<file path="src/core/exec_pkg.sv">
package exec_pkg;

  // program counter width in instruction words
  localparam int PC_W = 12;

  // flag word bit positions
  localparam int FLAG_C = 0;
  localparam int FLAG_Z = 1;
  localparam int FLAG_N = 2;
  localparam int FLAG_V = 3;
  localparam int FLAG_S = 4;
  localparam int FLAG_H = 5;
  localparam int FLAG_T = 6;
  localparam int FLAG_I = 7;

  // reset values
  localparam logic [7:0] FLAGS_RST = 8'h00;
  localparam logic [PC_W-1:0] PC_RST = 12'h000;
  localparam logic CTRL_RUN_RST = 1'b0;

  // operand constants
  localparam logic [7:0] ALL_ONES = 8'hff;
  localparam logic [5:0] IO_BIT_LAST = 6'h1f;

  // register byte offsets on the bus
  localparam logic [3:0] OFS_CTRL = 4'h0;
  localparam logic [3:0] OFS_PC = 4'h4;
  localparam logic [3:0] OFS_FLAGS = 4'h8;
  localparam logic [3:0] OFS_STATUS = 4'hc;
  localparam int CTRL_RUN_BIT = 0;

  // cycle counts per instruction class
  localparam logic [1:0] CYC_ONE = 2'd1;
  localparam logic [1:0] CYC_TWO = 2'd2;
  localparam logic [1:0] CYC_THREE = 2'd3;

  typedef enum logic [4:0] {
    OP_NOP = 5'h00,
    OP_ADD = 5'h01,
    OP_ADC = 5'h02,
    OP_SUB = 5'h03,
    OP_SBC = 5'h04,
    OP_CMP = 5'h05,
    OP_CMPC = 5'h06,
    OP_AND = 5'h07,
    OP_OR = 5'h08,
    OP_XOR = 5'h09,
    OP_CLRBITS = 5'h0a,
    OP_TEST = 5'h0b,
    OP_WADD = 5'h0c,
    OP_WSUB = 5'h0d,
    OP_PJMP = 5'h0e,
    OP_PCALL = 5'h0f,
    OP_RJMP = 5'h10,
    OP_RCALL = 5'h11,
    OP_COMPARE_EQUAL_SKIP = 5'h12,
    OP_RBIT_SKIP = 5'h13,
    OP_IOBIT_SKIP = 5'h14,
    OP_BRANCH = 5'h15,
    OP_IO_HIGH = 5'h16,
    OP_IO_LOW = 5'h17
  } op_t;

  typedef enum logic [1:0] {
    ST_RUN = 2'b00,
    ST_HOLD2 = 2'b11,
    ST_HOLD1 = 2'b01
  } st_t;

  typedef struct packed {
    op_t op;
    logic use_imm;
    logic [15:0] dst;
    logic [7:0] src;
    logic [7:0] imm;
    logic [2:0] sel;
    logic pol;
    logic [PC_W-1:0] offset;
    logic [5:0] io_addr;
    logic [7:0] io_val;
    logic next_two_word;
    logic [15:0] z_ptr;
  } instr_t;

  typedef struct packed {
    logic we;
    logic wide;
    logic [15:0] data;
  } result_t;

  typedef struct packed {
    logic stb;
    logic [4:0] addr;
    logic [2:0] bit_idx;
    logic level;
  } io_bit_t;

endpackage

</file>
<file path="src/core/cpu_alu_branch_exec.sv">
// What this block does
// (RL1) add with carry: both registers plus carry
// (RL2) register subtract with borrow, one cycle
// (RL3) constant subtract with borrow, one cycle
// (RL4) word add/subtract: two cycles, sixteen-bit flags
// (RL5) and, or, xor: one cycle, Z N V
// (RL6) clear bits: and with ff minus constant
// (RL7) test: register and itself, Z N V
// (RL8) compare immediate: difference not stored, flags updated
// (RL9) pointer jump: pc from Z, two cycles
// (RL10) pointer call: push return, pc from Z
// (RL11) compare equal skip: 1/2/3 cycles, no flags
// (RL12) skip when register bit is zero
// (RL13) skip when I/O bit is one
// (RL14) flag branch: pc plus offset plus one
// (RL15) signed branches use N xor V
// (RL16) unsigned branches use carry
// (RL17) interrupt-enable branch uses I flag
// (RL18) half-carry branch uses H flag
// (RL19) I/O bit set/clear: two cycles, no flags
// (RL20) I/O bit access only 0x00 to 0x1f
// (RL21) I/O bit write touches only named bit
// (RL22) skip costs 2 or 3, else 1
// (RL23) relative jump 2 cycles, call 3
module cpu_alu_branch_exec (
  // clock, reset, enable
  input wire logic clk,
  input wire logic rst_n,
  input wire logic ce,
  // instruction issue
  input wire logic in_valid,
  output logic in_ready,
  input exec_pkg::instr_t in_instr,
  // results toward register file, stack and I/O space
  output exec_pkg::result_t res_out,
  output logic [7:0] flags_out,
  output logic [exec_pkg::PC_W-1:0] pc_out,
  output logic push_stb,
  output logic [exec_pkg::PC_W-1:0] push_addr,
  output exec_pkg::io_bit_t io_bit_out,
  // avalon-mm slave
  input wire logic [3:0] address,
  input wire logic read,
  input wire logic write,
  input wire logic [3:0] byteenable,
  input wire logic [31:0] writedata,
  output logic [31:0] readdata,
  output logic waitrequest
);
  import exec_pkg::*;

  st_t st_q;
  logic run_q;
  logic [7:0] flags_q;
  logic [PC_W-1:0] pc_q;
  result_t res_q;
  logic push_q;
  logic [PC_W-1:0] push_addr_q;
  io_bit_t io_q;
  io_bit_t io_pend_q;
  logic ack_q;
  logic [31:0] rdata_q;

  logic issue;
  logic [7:0] a8;
  logic [7:0] opb;
  logic cin;
  logic [8:0] sum9;
  logic [8:0] dif9;
  logic [4:0] hsum;
  logic [4:0] hdif;
  logic [16:0] w17;
  logic [7:0] r8;
  logic [7:0] flags_d;
  logic [PC_W-1:0] pc_d;
  logic [1:0] cyc;
  result_t res_d;
  logic push_d;
  io_bit_t io_d;
  logic cond;
  logic skip_hit;
  logic [PC_W-1:0] rel_tgt;
  logic [PC_W-1:0] skip_tgt;
  logic bus_req;
  logic bus_wr;

  // a new instruction is only taken when running and not mid-sequence
  assign in_ready = ce & run_q & (st_q == ST_RUN);
  assign issue = in_valid & in_ready;

  // operand selection and the shared adders
  always_comb
  begin
    a8 = in_instr.dst[7:0];
    opb = in_instr.use_imm ? in_instr.imm : in_instr.src;
    cin = 1'b0;
    if (in_instr.op == OP_ADC || in_instr.op == OP_SBC ||
        in_instr.op == OP_CMPC)
    begin
      cin = flags_q[FLAG_C]; // [RL1] [RL2] [RL3]
    end
    sum9 = {1'b0, a8} + {1'b0, opb} + {8'h00, cin};
    dif9 = {1'b0, a8} - {1'b0, opb} - {8'h00, cin};
    hsum = {1'b0, a8[3:0]} + {1'b0, opb[3:0]} + {4'h0, cin};
    hdif = {1'b0, a8[3:0]} - {1'b0, opb[3:0]} - {4'h0, cin};
    if (in_instr.op == OP_WSUB)
    begin
      w17 = {1'b0, in_instr.dst} - {9'h000, in_instr.imm};
    end
    else
    begin
      w17 = {1'b0, in_instr.dst} + {9'h000, in_instr.imm};
    end
  end

  // branch and skip targets, condition from the selected flag
  always_comb
  begin
    rel_tgt = pc_q + in_instr.offset + PC_W'(1); // [RL14] [RL23]
    skip_tgt = pc_q + (in_instr.next_two_word ? PC_W'(3) : PC_W'(2));
    // S holds N xor V, so signed tests select it directly
    cond = (flags_q[in_instr.sel] == in_instr.pol); // [RL15] [RL16]
    skip_hit = 1'b0;
    case (in_instr.op)
      OP_COMPARE_EQUAL_SKIP: skip_hit = (a8 == in_instr.src); // [RL11]
      OP_RBIT_SKIP: skip_hit = (in_instr.src[in_instr.sel] == in_instr.pol);
      OP_IOBIT_SKIP:
        skip_hit = (in_instr.io_addr <= IO_BIT_LAST) &&
                   (in_instr.io_val[in_instr.sel] == in_instr.pol);
      default: skip_hit = 1'b0;
    endcase
  end

  // execution: result, flags, next pc and cycle count
  always_comb
  begin
    flags_d = flags_q;
    pc_d = pc_q + PC_W'(1);
    cyc = CYC_ONE;
    res_d = '0;
    push_d = 1'b0;
    io_d = '0;
    r8 = 8'h00;
    case (in_instr.op)
      OP_ADD, OP_ADC:
      begin
        r8 = sum9[7:0]; // [RL1]
        res_d = '{we: 1'b1, wide: 1'b0, data: {8'h00, r8}};
        flags_d[FLAG_C] = sum9[8];
        flags_d[FLAG_H] = hsum[4];
        flags_d[FLAG_V] = (a8[7] & opb[7] & ~r8[7]) |
                          (~a8[7] & ~opb[7] & r8[7]);
      end
      OP_SUB, OP_SBC, OP_CMP, OP_CMPC:
      begin
        r8 = dif9[7:0]; // [RL2] [RL3]
        // compares keep the register untouched
        res_d = '{we: (in_instr.op == OP_SUB || in_instr.op == OP_SBC),
                  wide: 1'b0, data: {8'h00, r8}}; // [RL8]
        flags_d[FLAG_C] = dif9[8];
        flags_d[FLAG_H] = hdif[4];
        flags_d[FLAG_V] = (a8[7] & ~opb[7] & ~r8[7]) |
                          (~a8[7] & opb[7] & r8[7]);
      end
      OP_AND, OP_OR, OP_XOR, OP_CLRBITS, OP_TEST:
      begin
        case (in_instr.op)
          OP_AND: r8 = a8 & opb; // [RL5]
          OP_OR: r8 = a8 | opb;
          OP_XOR: r8 = a8 ^ opb;
          OP_CLRBITS: r8 = a8 & (ALL_ONES - opb); // [RL6]
          default: r8 = a8 & a8; // [RL7]
        endcase
        res_d = '{we: (in_instr.op != OP_TEST), wide: 1'b0,
                  data: {8'h00, r8}};
        flags_d[FLAG_V] = 1'b0;
      end
      OP_WADD, OP_WSUB:
      begin
        cyc = CYC_TWO; // [RL4]
        res_d = '{we: 1'b1, wide: 1'b1, data: w17[15:0]};
        flags_d[FLAG_N] = w17[15];
        flags_d[FLAG_Z] = (w17[15:0] == 16'h0000);
        if (in_instr.op == OP_WADD)
        begin
          flags_d[FLAG_V] = ~in_instr.dst[15] & w17[15];
          flags_d[FLAG_C] = ~w17[15] & in_instr.dst[15];
        end
        else
        begin
          flags_d[FLAG_V] = in_instr.dst[15] & ~w17[15];
          flags_d[FLAG_C] = w17[15] & ~in_instr.dst[15];
        end
        flags_d[FLAG_S] = flags_d[FLAG_N] ^ flags_d[FLAG_V];
      end
      OP_PJMP:
      begin
        pc_d = in_instr.z_ptr[PC_W-1:0]; // [RL9]
        cyc = CYC_TWO;
      end
      OP_PCALL:
      begin
        pc_d = in_instr.z_ptr[PC_W-1:0]; // [RL10]
        push_d = 1'b1;
        cyc = CYC_THREE;
      end
      OP_RJMP:
      begin
        pc_d = rel_tgt; // [RL23]
        cyc = CYC_TWO;
      end
      OP_RCALL:
      begin
        pc_d = rel_tgt; // [RL23]
        push_d = 1'b1;
        cyc = CYC_THREE;
      end
      OP_COMPARE_EQUAL_SKIP, OP_RBIT_SKIP, OP_IOBIT_SKIP:
      begin
        if (skip_hit) // [RL12] [RL13]
        begin
          pc_d = skip_tgt;
          cyc = in_instr.next_two_word ? CYC_THREE : CYC_TWO; // [RL22]
        end
      end
      OP_BRANCH:
      begin
        // sel picks I for interrupt-enable, H for half-carry tests
        if (cond) // [RL17] [RL18]
        begin
          pc_d = rel_tgt; // [RL14]
          cyc = CYC_TWO;
        end
      end
      OP_IO_HIGH, OP_IO_LOW:
      begin
        cyc = CYC_TWO; // [RL19]
        // outside the bit-addressable window nothing is written
        io_d.stb = (in_instr.io_addr <= IO_BIT_LAST); // [RL20]
        io_d.addr = in_instr.io_addr[4:0];
        io_d.bit_idx = in_instr.sel; // [RL21]
        io_d.level = (in_instr.op == OP_IO_HIGH);
      end
      default: pc_d = pc_q + PC_W'(1);
    endcase
    // N, Z and S follow every byte-wide flag-setting op
    if (in_instr.op inside {OP_ADD, OP_ADC, OP_SUB, OP_SBC, OP_CMP,
                            OP_CMPC, OP_AND, OP_OR, OP_XOR, OP_CLRBITS,
                            OP_TEST})
    begin
      flags_d[FLAG_N] = r8[7];
      flags_d[FLAG_Z] = (r8 == 8'h00);
      flags_d[FLAG_S] = flags_d[FLAG_N] ^ flags_d[FLAG_V];
    end
  end

  // wait states for multi-cycle instructions
  always_ff @(posedge clk or negedge rst_n)
  begin
    if (!rst_n)
    begin
      st_q <= ST_RUN;
    end
    else if (ce)
    begin
      case (st_q)
        ST_RUN:
        begin
          if (issue && cyc == CYC_THREE)
          begin
            st_q <= ST_HOLD2;
          end
          else if (issue && cyc == CYC_TWO)
          begin
            st_q <= ST_HOLD1;
          end
        end
        ST_HOLD2: st_q <= ST_HOLD1;
        ST_HOLD1: st_q <= ST_RUN;
        default: st_q <= ST_RUN;
      endcase
    end
  end

  // program counter; a bus load wins over execution
  always_ff @(posedge clk or negedge rst_n)
  begin
    if (!rst_n)
    begin
      pc_q <= PC_RST;
    end
    else if (ce)
    begin
      if (bus_wr && address == OFS_PC && byteenable[0])
      begin
        pc_q <= writedata[PC_W-1:0];
      end
      else if (issue)
      begin
        pc_q <= pc_d;
      end
    end
  end

  // flag word
  always_ff @(posedge clk or negedge rst_n)
  begin
    if (!rst_n)
    begin
      flags_q <= FLAGS_RST;
    end
    else if (ce)
    begin
      if (bus_wr && address == OFS_FLAGS && byteenable[0])
      begin
        flags_q <= writedata[7:0];
      end
      else if (issue)
      begin
        flags_q <= flags_d;
      end
    end
  end

  // result and return-address strobes, one cycle each
  always_ff @(posedge clk or negedge rst_n)
  begin
    if (!rst_n)
    begin
      res_q <= '0;
      push_q <= 1'b0;
      push_addr_q <= PC_RST;
    end
    else if (ce)
    begin
      res_q <= issue ? res_d : '0;
      push_q <= issue & push_d; // [RL10]
      if (issue && push_d)
      begin
        push_addr_q <= pc_q + PC_W'(1);
      end
    end
  end

  // I/O bit write lands in the cycle after the instruction's second cycle
  always_ff @(posedge clk or negedge rst_n)
  begin
    if (!rst_n)
    begin
      io_pend_q <= '0;
      io_q <= '0;
    end
    else if (ce)
    begin
      io_pend_q <= issue ? io_d : '0;
      io_q <= io_pend_q; // [RL19]
    end
  end

  // bus slave: one wait state, registered read data
  assign bus_req = (read | write) & ce;
  assign bus_wr = write & ack_q;
  assign waitrequest = (read | write) & ~ack_q;

  always_ff @(posedge clk or negedge rst_n)
  begin
    if (!rst_n)
    begin
      ack_q <= 1'b0;
      rdata_q <= 32'h0000_0000;
    end
    else if (ce)
    begin
      ack_q <= bus_req & ~ack_q;
      if (read && !ack_q)
      begin
        case (address)
          OFS_CTRL: rdata_q <= {31'h0000_0000, run_q};
          OFS_PC: rdata_q <= {20'h0_0000, pc_q};
          OFS_FLAGS: rdata_q <= {24'h00_0000, flags_q};
          OFS_STATUS: rdata_q <= {29'h0000_0000, st_q, ~in_ready};
          default: rdata_q <= 32'h0000_0000;
        endcase
      end
    end
  end

  // control register; run gates instruction issue
  always_ff @(posedge clk or negedge rst_n)
  begin
    if (!rst_n)
    begin
      run_q <= CTRL_RUN_RST;
    end
    else if (ce && bus_wr && address == OFS_CTRL && byteenable[0])
    begin
      run_q <= writedata[CTRL_RUN_BIT];
    end
  end

  assign res_out = res_q;
  assign flags_out = flags_q;
  assign pc_out = pc_q;
  assign push_stb = push_q;
  assign push_addr = push_addr_q;
  assign io_bit_out = io_q;
  assign readdata = rdata_q;

endmodule // cpu_alu_branch_exec

</file>
<file path="config.mk">
export PLATFORM = sky130hd
export DESIGN_NAME = cpu_alu_branch_exec
export DESIGN_NICKNAME = d
export VERILOG_FILES = /design/src/core/exec_pkg.sv /design/src/core/cpu_alu_branch_exec.sv
export SDC_FILE = /design/constraint.sdc
export NUM_CORES = 1
export LEC_CHECK = 0
export CAP_MARGIN = 5
export CORE_MARGIN = 10
export CORE_UTILIZATION = 51
export DETAILED_ROUTE_END_ITERATION = 8
export DONT_BUFFER_PORTS = 1
export PLACE_DENSITY_LB_ADDON = 0.1
export SYNTH_ARGS = -nofsm -noshare
export SYNTH_HDL_FRONTEND = slang
export SYNTH_SLANG_ARGS = --single-unit
</file>
<file path="constraint.sdc">
create_clock -name clk -period 5.7 [get_ports clk]
set_input_delay 0.285 -clock clk [delete_from_list [all_inputs] [get_ports clk]]
set_output_delay 0.285 -clock clk [all_outputs]
set_load 0.02 [all_outputs]
</file>
# After elaboration in Yosys (flattened, before gate mapping)

Cells that the tools add are included.
Widths: inputs -> output; s select.

Register bits after elaboration: 107
Word-level logic and storage cells: 199
Output and inout bits: 95

Reductions and logical operators: 45
Magnitude comparators: 2
Bitwise gates (word level): 36
Eq/ne operators: 35
$add $sub $neg: 15
Muxes and demuxes: 43

Operator list:

| kind                  | number |
|---|---|
| $pmux 12 s4           | 2 |
| $pmux 18 s4           | 1 |
| $mux 12               | 4 |
| $eq 5x4->1 const B    | 8 |
| $eq 5x5->1 const B    | 8 |
| $pmux 8 s4            | 1 |
| $add 12x1->12 const B | 2 |
| $and 8x8->8           | 3 |
| $pmux 8 s3            | 1 |
| $eq 5x3->1 const B    | 4 |
| $mux 10               | 2 |
| $and 1x1->1           | 18 |
| $mux 18               | 1 |
| $add 16x8->16         | 1 |
| $logic_not 16->1      | 1 |
| $mux 16               | 1 |
| $mux 8                | 2 |
| $sub 16x8->16         | 1 |
| $add 12x12->12        | 1 |
| $add 12x2->12         | 1 |
| $logic_and 1x1->1     | 12 |
| $mux 1                | 12 |
| $mux 2                | 6 |
| $reduce_and 2->1      | 6 |
| other kinds (47)      | 77 |

# Logic depth before layout (Yosys ltp)

Gate-level depths: netlist of the first run.

Depth in word-level cells: 13
Gate-level depth with buffers: 16
Mapped depth without buffers: 14

# Worst setup path before layout of the first run

Ideal clock, no wire load.

Kind: input -> register
From: input port in_instr[82] (netlist name)
To: register flags_q[4] (netlist: flags_out[4])
Path buffers: 3
Stages: 14
Data arrival time: 3.499 ns
Slack: 2.097 ns
Cells stage by stage: clkbuf_2 > buf_2 > buf_1 > o21ai_0 > fa_1 > ha_1 > or4_1 > o211a_1 > o311ai_4 > mux2i_1 > nor4_1 > nand2_1 > mux2i_1 > o41ai_2

Longest elaborated chain between the ends: 13
Elaborated cells on any way between the ends: 48
Classes of those cells: add/sub: 2; eq/ne: 13; mux: 11; bitwise: 13; reduce/logical: 9

RTL lines:

| element                                    | line                                                                              | text |
|---|---|---|
| start, declared                            | cpu_alu_branch_exec.sv:33                                                         | `input exec_pkg::instr_t in_instr,` |
| $eq 5x2->1 or $eq 5x3->1 (tied branches)   | cpu_alu_branch_exec.sv:97, cpu_alu_branch_exec.sv:144, cpu_alu_branch_exec.sv:247 |  |
| $logic_or 1x1->1 (2 in series)             | cpu_alu_branch_exec.sv:97                                                         | `if (in_instr.op == OP_ADC \|\| in_instr.op == OP_SBC \|\|` |
| $mux 1                                     | cpu_alu_branch_exec.sv:97                                                         |  |
| $sub 9x1->9 or $add 9x1->9 (tied branches) | cpu_alu_branch_exec.sv:103, cpu_alu_branch_exec.sv:102                            |  |
| $not 1->1 (on tied branches)               | cpu_alu_branch_exec.sv:162, cpu_alu_branch_exec.sv:151                            |  |
| $and 1x1->1 (on tied branches)             | cpu_alu_branch_exec.sv:162, cpu_alu_branch_exec.sv:151                            |  |
| $or 1x1->1 (on tied branches)              | cpu_alu_branch_exec.sv:162, cpu_alu_branch_exec.sv:151                            |  |
| $pmux 1 s4                                 | cpu_alu_branch_exec.sv:144                                                        | `case (in_instr.op)` |
| $xor 1x1->1                                | cpu_alu_branch_exec.sv:253                                                        | `flags_d[FLAG_S] = flags_d[FLAG_N] ^ flags_d[FLAG_V];` |
| $mux 1                                     | cpu_alu_branch_exec.sv:247                                                        | `if (in_instr.op inside {OP_ADD, OP_ADC, OP_SUB, OP_SBC, OP_CMP,` |
| $mux 6                                     | cpu_alu_branch_exec.sv:318                                                        | `else if (issue)` |
| $mux 8                                     | cpu_alu_branch_exec.sv:314                                                        | `if (bus_wr && address == OFS_FLAGS && byteenable[0])` |
| end signal, assigned                       | cpu_alu_branch_exec.sv:316                                                        | `flags_q <= writedata[7:0];` |
| end signal, assigned                       | cpu_alu_branch_exec.sv:320                                                        | `flags_q <= flags_d;` |
| end, declared                              | cpu_alu_branch_exec.sv:54                                                         | `logic [7:0] flags_q;` |

Several ways; a longest one is shown, not always the timed one. The select of a mux whose other input is x is not followed.
A chain may end at the register's enable or synchronous reset.

# Worst setup path in the final report of the first run

From: register flags_q[0] (netlist: flags_out[0])
To: register flags_q[4] (netlist: flags_out[4])

Longest elaborated chain between the ends: 10
Elaborated cells on any way between the ends: 17
Classes of those cells: add/sub: 2; mux: 6; bitwise: 9

RTL lines:

| element                                    | line |
|---|---|
| $mux 1 *                                   | cpu_alu_branch_exec.sv:97 |
| $sub 9x1->9 or $add 9x1->9 (tied branches) | cpu_alu_branch_exec.sv:103, cpu_alu_branch_exec.sv:102 |
| $not 1->1 (on tied branches)               | cpu_alu_branch_exec.sv:162, cpu_alu_branch_exec.sv:151 |
| $and 1x1->1 (on tied branches)             | cpu_alu_branch_exec.sv:162, cpu_alu_branch_exec.sv:151 |
| $or 1x1->1 (on tied branches)              | cpu_alu_branch_exec.sv:162, cpu_alu_branch_exec.sv:151 |
| $pmux 1 s4                                 | cpu_alu_branch_exec.sv:144 |
| $xor 1x1->1 *                              | cpu_alu_branch_exec.sv:253 |
| $mux 1 *                                   | cpu_alu_branch_exec.sv:247 |
| $mux 6 *                                   | cpu_alu_branch_exec.sv:318 |
| $mux 8 *                                   | cpu_alu_branch_exec.sv:314 |

Mark *: on every way between the ends. The rest lies on a longest branch, timed or not. The select of a mux whose other input is x is not followed.

==> results.sh, run 1 <==
export IMPL_p_int_mw=1.38
export IMPL_pin_count=226
export IMPL_fin_nets=1145
export IMPL_num_rows=47
export IMPL_grt_usage_pct=23.3
export IMPL_path_clk_slew_ns=0.07
export IMPL_netSwitchingPower_mw=0.945
export IMPL_dr_pass1_iters=5
export IMPL_slowest_delay_ns=0.57
export IMPL_period_minus_slack_ns=3.92
export IMPL_ant_nets=0
export IMPL_fmax_mhz=255
export IMPL_clock_root_buffer="clkbuf_16"
export IMPL_grt_overflow=0
export IMPL_grt_pass1_vias=7213
export IMPL_start_util_pct=51.5
export IMPL_rsz0062_at_grt="no"
export IMPL_period_share_pct=68.7
export IMPL_slowest_stage="dfrtp_1"
export IMPL_cts_htree_levels=3
export IMPL_maxCapViolations=0
export IMPL_async_reset_ff_share_pct=100
export IMPL_hold_path_class="in -> reg"
export IMPL_cp_end_kind="flip-flop"
export IMPL_drt_iter0_drc=520
export IMPL_dp_cells=1153
export IMPL_post_route_drc_count=0
export IMPL_routabilityCongestion=0.910
export IMPL_cts_setup_buffers=0
export IMPL_antenna_found_initial=0
export IMPL_wirelength_um=27100
export IMPL_yosysMostFrequentCell="dfrtp_1"
export IMPL_numClockSinks=87
export IMPL_cp_top_family="simple AND/OR/NAND/NOR gates"
export IMPL_power_frac_seq_pct=37.7
export IMPL_synth_top_area_share_pct=25.7
export IMPL_n_fill_cell=1557
export IMPL_ys_ff_latch=87
export IMPL_synth_cell_types=88
export IMPL_hpwl_um=21400
export IMPL_worstSetupStartpointType="flip-flop"
export IMPL_grt_max_degree=88
export IMPL_syn_area_per_cell_um2=8.69
export IMPL_synth_edf_count=0
export IMPL_leakagePower_nw=3.89
export IMPL_yosys_top_cells_count="87 x dfrtp_1, 67 x o21ai_0, 66 x nand2_1"
export IMPL_synth_area_leaders="dfrtp_1 26%, ha_1 9.2%, xnor2_1 4.4%"
export IMPL_yosysTopAreaCell="dfrtp_1"
export IMPL_seq_area_frac_synth_pct=25.7
export IMPL_die_area_um2=22100
export IMPL_yosys_warnings=0
export IMPL_final_cells=1171
export IMPL_vias_per_cell=6.41
export IMPL_dr_total_vias=7506
export IMPL_slew_headroom_pct=24.3
export IMPL_netlist_area_um2=8460
export IMPL_cp_max_fo=5
export IMPL_drv_slew=0
export IMPL_numPortBuffers=0
export IMPL_grt_pass1_wl_um=41300
export IMPL_swShare_pct=40.6
export IMPL_pwr_share_comb_pct=36.2
export IMPL_crit_type="reg -> reg"
export IMPL_skew_ns=0.0115
export IMPL_cts_buffers=9
export IMPL_core_area_um2=16400
export IMPL_die_x_um=149
export IMPL_wl_per_cell_um=23.2
export IMPL_insertedDiodeCount=0
export IMPL_ir_drop_mv=0.179
export IMPL_cpMostUsedCell="mux2i_1"
export IMPL_clk_latency_ns=0.35
export IMPL_worstPathArrival_ns=4.16
export IMPL_cts_buffer_depth=2
export IMPL_power_density_nw_per_um2=264
export IMPL_power_share_clock_pct=26.0
export IMPL_tightest_slew_ns=1.12
export IMPL_drive_gt1_share_pct=7.47
export IMPL_crit_required_ns=5.94
export IMPL_area_delta_synth_final_pct=4.35
export IMPL_crit_buf_inv=0
export IMPL_hold_violations=0
export IMPL_fp_dieH_um=149
export IMPL_setup_viol=0
export IMPL_status="complete, no violations"
export IMPL_cts_tree="done"
export IMPL_synth_ff_type="dfrtp_1"
export IMPL_setup_tns_ns=0
export IMPL_postSynthCellCount=973
export IMPL_path_cells="nor4b_1 > o21ai_0 > fa_1 > ha_1 > or4_1 > o211a_1 > o311ai_4 > mux2i_1 > nor4_1 > nand2_1 > mux2i_1 > o41ai_2"
## worst paths after layout
kind / start / to / slack (ns) / cells after the start
min in group asynchronous: rst_n / push_addr[3] / 0.53 / 2
worst min register to register: io_pend_q[5] / io_pend_q[5] / 0.51 / 1
max in group asynchronous: rst_n / res_out[1] / 4.82 / 2
worst min-delay path: ce / res_out[12] / 0.04 / 1
worst max register to register: flags_out[0] / flags_out[4] / 1.78 / 12
worst max-delay path: flags_out[0] / flags_out[4] / 1.78 / 12
## per-stage QoR
step / setup WS (ns) / instance area [um2] / utilization [%] / total power [mW] / hold WS (ns)
final: 1.78 / 8820 / 53.8 / 2.33 / 0.0405
after global routing: 1.50 / 8820 / 53.8 / 2.47 / 0.0300
after CTS: 1.77 / 8820 / 53.8 / 2.34 / 0.0228
after detailed placement: 1.60 / 8480 / 51.7 / 1.71 / -0.00737
after global placement: 1.61 / 8480 / 51.7 / 1.70 / -0.00754
after floorplan: 2.10 / 8530 / - / 1.52 / -0.0106
## area by class of cell
type	instances	area [um2]	area share [%]
multi-input cells	790	5800	65.7
flip-flops and latches	87	2180	24.7
well taps	220	275	3.12
clock buffers	10	229	2.60
inverters	51	191	2.17
clock inverters	6	80.1	0.908
repair buffers	7	75.1	0.851
## logic make-up (layout without fill, tap and decap cells)
kind of cell	after synthesis	in the layout	share of synthesized area (%)
AOI/OAI and AO/OA	290	290	24.6
and+or+nand+nor	302	302	18.9
other	1	20	0.0443
muxes	45	45	6.82
buffers and inverters	115	74	6.55
xor gates and xnor gates	64	64	6.63
adders and majority gates	69	69	10.7
DFF	87	87	25.7
## repair_timing
item	4_1_cts	5_1_grt
gates resized for setup	0	0
hold buffers	2	0
endpoints found under the setup margin	0	0
endpoints found under the hold margin	87	0
## cell usage in the layout, fill, tap and decap left out, types with 14 or more instances in the layout
master,n
a21o_1,14
a21oi_1,47
a22o_1,20
conb_1,20
dfrtp_1,87
ha_1,62
inv_1,50
mux2_2,23
mux2i_1,16
nand2_1,66
nand2b_1,15
nand3_1,22
nor2_1,58
nor2b_1,15
nor3_1,30
o21ai_0,67
o2bb2ai_1,14
xnor2_1,42
xor2_1,22
## sequential cells by signal, indices dropped and copies added, names as in the netlist
signal      flops
readdata       12
ack_q           1
run_q           1
io_bit_out     10
io_pend_q      10
res_out        18
st_q            2
push_addr      12
flags_out       8
pc_out         12
push_stb        1
## worst register-to-register path, cell delays in order (launching register included)
cell and delay, ns:
dfrtp_1 0.57, nor4b_1 0.27, o21ai_0 0.22, fa_1 0.46, ha_1 0.21, or4_1 0.50, o211a_1 0.27, o311ai_4 0.36
mux2i_1 0.14, nor4_1 0.29, nand2_1 0.16, mux2i_1 0.16, o41ai_2 0.21
## routing by layer
layer,wire [um],global-route usage [%],part of all wire [%]
met1,10900,28.1,40
met5,0,0,0
met2,13400,39.9,50
met4,693,7.80,2.6
met3,2100,5.64,7.7
## power groups by stage
stage	sequential [mW]	combinational, mW	clock, mW
after floorplan	0.798	0.719	0
after global placement	0.889	0.809	0
after detailed placement	0.891	0.819	0
after CTS	0.879	0.840	0.616
after global routing	0.889	0.940	0.639
final	0.878	0.844	0.607
Note: power is estimated with default switching activity, not from simulation.
==> run 2: changes to the inputs <==
==> constraint.sdc (replaced) <==
create_clock -name clk -period 3.8 [get_ports clk]
set_input_delay 0.19 -clock clk [delete_from_list [all_inputs] [get_ports clk]]
set_output_delay 0.19 -clock clk [all_outputs]
set_load 0.02 [all_outputs]
==> run 2 against run 1 <==
  * Non-clock buffer count is 31 higher
  * Setup slack got worse by 1.5 ns
  * Hold slack lost 0.028 ns
  * Sequential share of layout area is 0.80 points lower
  * Largest cell class unchanged
  * Largest power group is now combinational cells
==> results.sh, run 2 (same netlist as run 1, synthesis figures left out) <==
export IMPL_status="complete, no violations"
export IMPL_ant_nets=0
export IMPL_leakagePower_nw=4.05
export IMPL_wl_per_cell_um=22.8
export IMPL_dr_total_vias=7533
export IMPL_grt_max_degree=88
export IMPL_drv_slew=0
export IMPL_setup_viol=0
export IMPL_antenna_found_initial=0
export IMPL_cp_end_kind="flip-flop"
export IMPL_crit_type="reg -> reg"
export IMPL_dp_cells=1170
export IMPL_core_area_um2=16400
export IMPL_power_density_nw_per_um2=398
export IMPL_grt_use_met2_pct=40.6
export IMPL_worstSetupStartpointType="flip-flop"
export IMPL_worstPathArrival_ns=3.73
export IMPL_ir_drop_mv=0.200
export IMPL_numClockSinks=87
export IMPL_hold_path_class="in -> reg"
export IMPL_period_minus_slack_ns=3.49
export IMPL_grt_overflow=0
export IMPL_cts_buffers=9
export IMPL_fmax_mhz=287
export IMPL_rrSetupSlack_ns=0.31
export IMPL_post_route_drc_count=0
export IMPL_insertedDiodeCount=0
export IMPL_grt_usage_pct=24.0
export IMPL_grt_pass1_vias=7389
export IMPL_fp_dieH_um=149
export IMPL_cp_max_fo=2
export IMPL_reg2reg_depth=12
export IMPL_skew_ns=0.00914
export IMPL_hold_violations=0
export IMPL_tightest_slew_ns=0.784
export IMPL_cts_setup_buffers=0
export IMPL_start_util_pct=51.5
export IMPL_layout_commonest_cell="dfrtp_1"
export IMPL_maxCapViolations=0
export IMPL_layout_common_cells="87 x dfrtp_1, 66 x nand2_1, 66 x o21ai_0"
export IMPL_largest_reg_flops=18
export IMPL_dr_pass1_iters=5
export IMPL_hpwl_um=21200
export IMPL_cts_tree="done"
export IMPL_holdPathStages=1
export IMPL_die_x_um=149
export IMPL_path_clk_slew_ns=0.07
export IMPL_setup_tns_ns=0
export IMPL_grt_pass1_wl_um=42600
export IMPL_rsz0062_at_grt="no"
export IMPL_vias_per_cell=6.27
export IMPL_slew_headroom_pct=46.2
export IMPL_crit_required_ns=4.05
export IMPL_clock_root_buffer="clkbuf_16"
export IMPL_drt_iter0_drc=568
export IMPL_numPortBuffers=0
export IMPL_final_cells=1202
export IMPL_top_usage_layer="met2"
export IMPL_grtUsageMet1_pct=29.7
export IMPL_drive_gt1_share_pct=9.06
export IMPL_fin_util_pct=55.6
export IMPL_cts_htree_levels=3
export IMPL_n_fill_cell=1566
export IMPL_wirelength_um=27400
export IMPL_die_area_um2=22100
export IMPL_area_delta_synth_final_pct=7.84
export IMPL_pin_count=226
export IMPL_routabilityCongestion=0.904
export IMPL_use_met3_pct=5.73
export IMPL_period_share_pct=91.8
export IMPL_cts_buffer_depth=2
export IMPL_num_rows=47
export IMPL_clk_latency_ns=0.34
export IMPL_fin_nets=1176
run 2: changes by cell type in the layout (fill, tap and decap cells not counted), sizes merged:
cell | before | now
inv | 51 | 53
buf | 6 | 23
clkinv | 4 | 2
dlygate4sd3 | 1 | 15
clkinvlp | 1 | 0
bufinv | 1 | 2
run 2: report_power, final:
group | total (mW) | switching (mW) | internal (mW) | leakage, nW
clock network | 1.00 | 0.395 | 0.605 | 0.166
logic | 1.39 | 0.796 | 0.599 | 2.69
registers | 1.24 | 0.233 | 1.01 | 1.19
total | 3.63 | 1.42 | 2.21 | 4.05
run 2: repair_timing:
item | 4_1_cts | 5_1_grt
resized for setup | 0 | 1
endpoints found under the setup margin | 0 | 2
hold buffers | 16 | 0
hold endpoints to repair | 107 | 0
run 2: area by class of cell:
class | count | area [um2] | area share (%)
multi-input cells | 790 | 5800 | 63.6
flip-flops and latches | 87 | 2180 | 23.9
repair buffers | 38 | 343 | 3.76
well taps | 220 | 275 | 3.02
clock buffers | 10 | 239 | 2.62
inverters | 51 | 191 | 2.10
clock inverters | 6 | 97.6 | 1.07
run 2: critical path: stages (launching register included):
cell and delay [ns]:
dfrtp_1 0.35, nor4b_1 0.22, o21ai_1 0.14, fa_1 0.44
ha_1 0.21, or4_1 0.49, o211a_1 0.27, o311ai_4 0.36
mux2i_1 0.13, nor4_1 0.27, nand2_1 0.15, mux2i_1 0.15
o41ai_2 0.20
run 2: worst paths after layout:
check,startpoint,to
min,ce,io_bit_out[8]
max in group asynchronous,rst_n,res_out[17]
max,flags_out[0],flags_out[4]
max reg2reg,flags_out[0],flags_out[4]
min reg2reg,io_pend_q[6],io_pend_q[6]
min in group asynchronous,rst_n,push_addr[8]
run 2: routing by layer:
| metal | share of wire [%] | routed length [um] |
|---|---|---|
| met1 | 40 | 11000 |
| met2 | 49 | 13400 |
| met3 | 8.7 | 2390 |
| met4 | 2.1 | 567 |
| met5 | 0 | 0 |
run 2: metrics by stage:
stage                     hold WS [ns]  cell area [um2]  power (mW)  setup slack [ns]
after detailed placement        -0.102             8600        2.60             0.252
after global placement          -0.103             8600        2.59             0.268
after CTS                      0.00117             9120        3.64             0.233
after global routing           0.00144             9120        3.84            0.0181
final                           0.0126             9120        3.63             0.313
after floorplan                 -0.106             8530        2.28             0.292
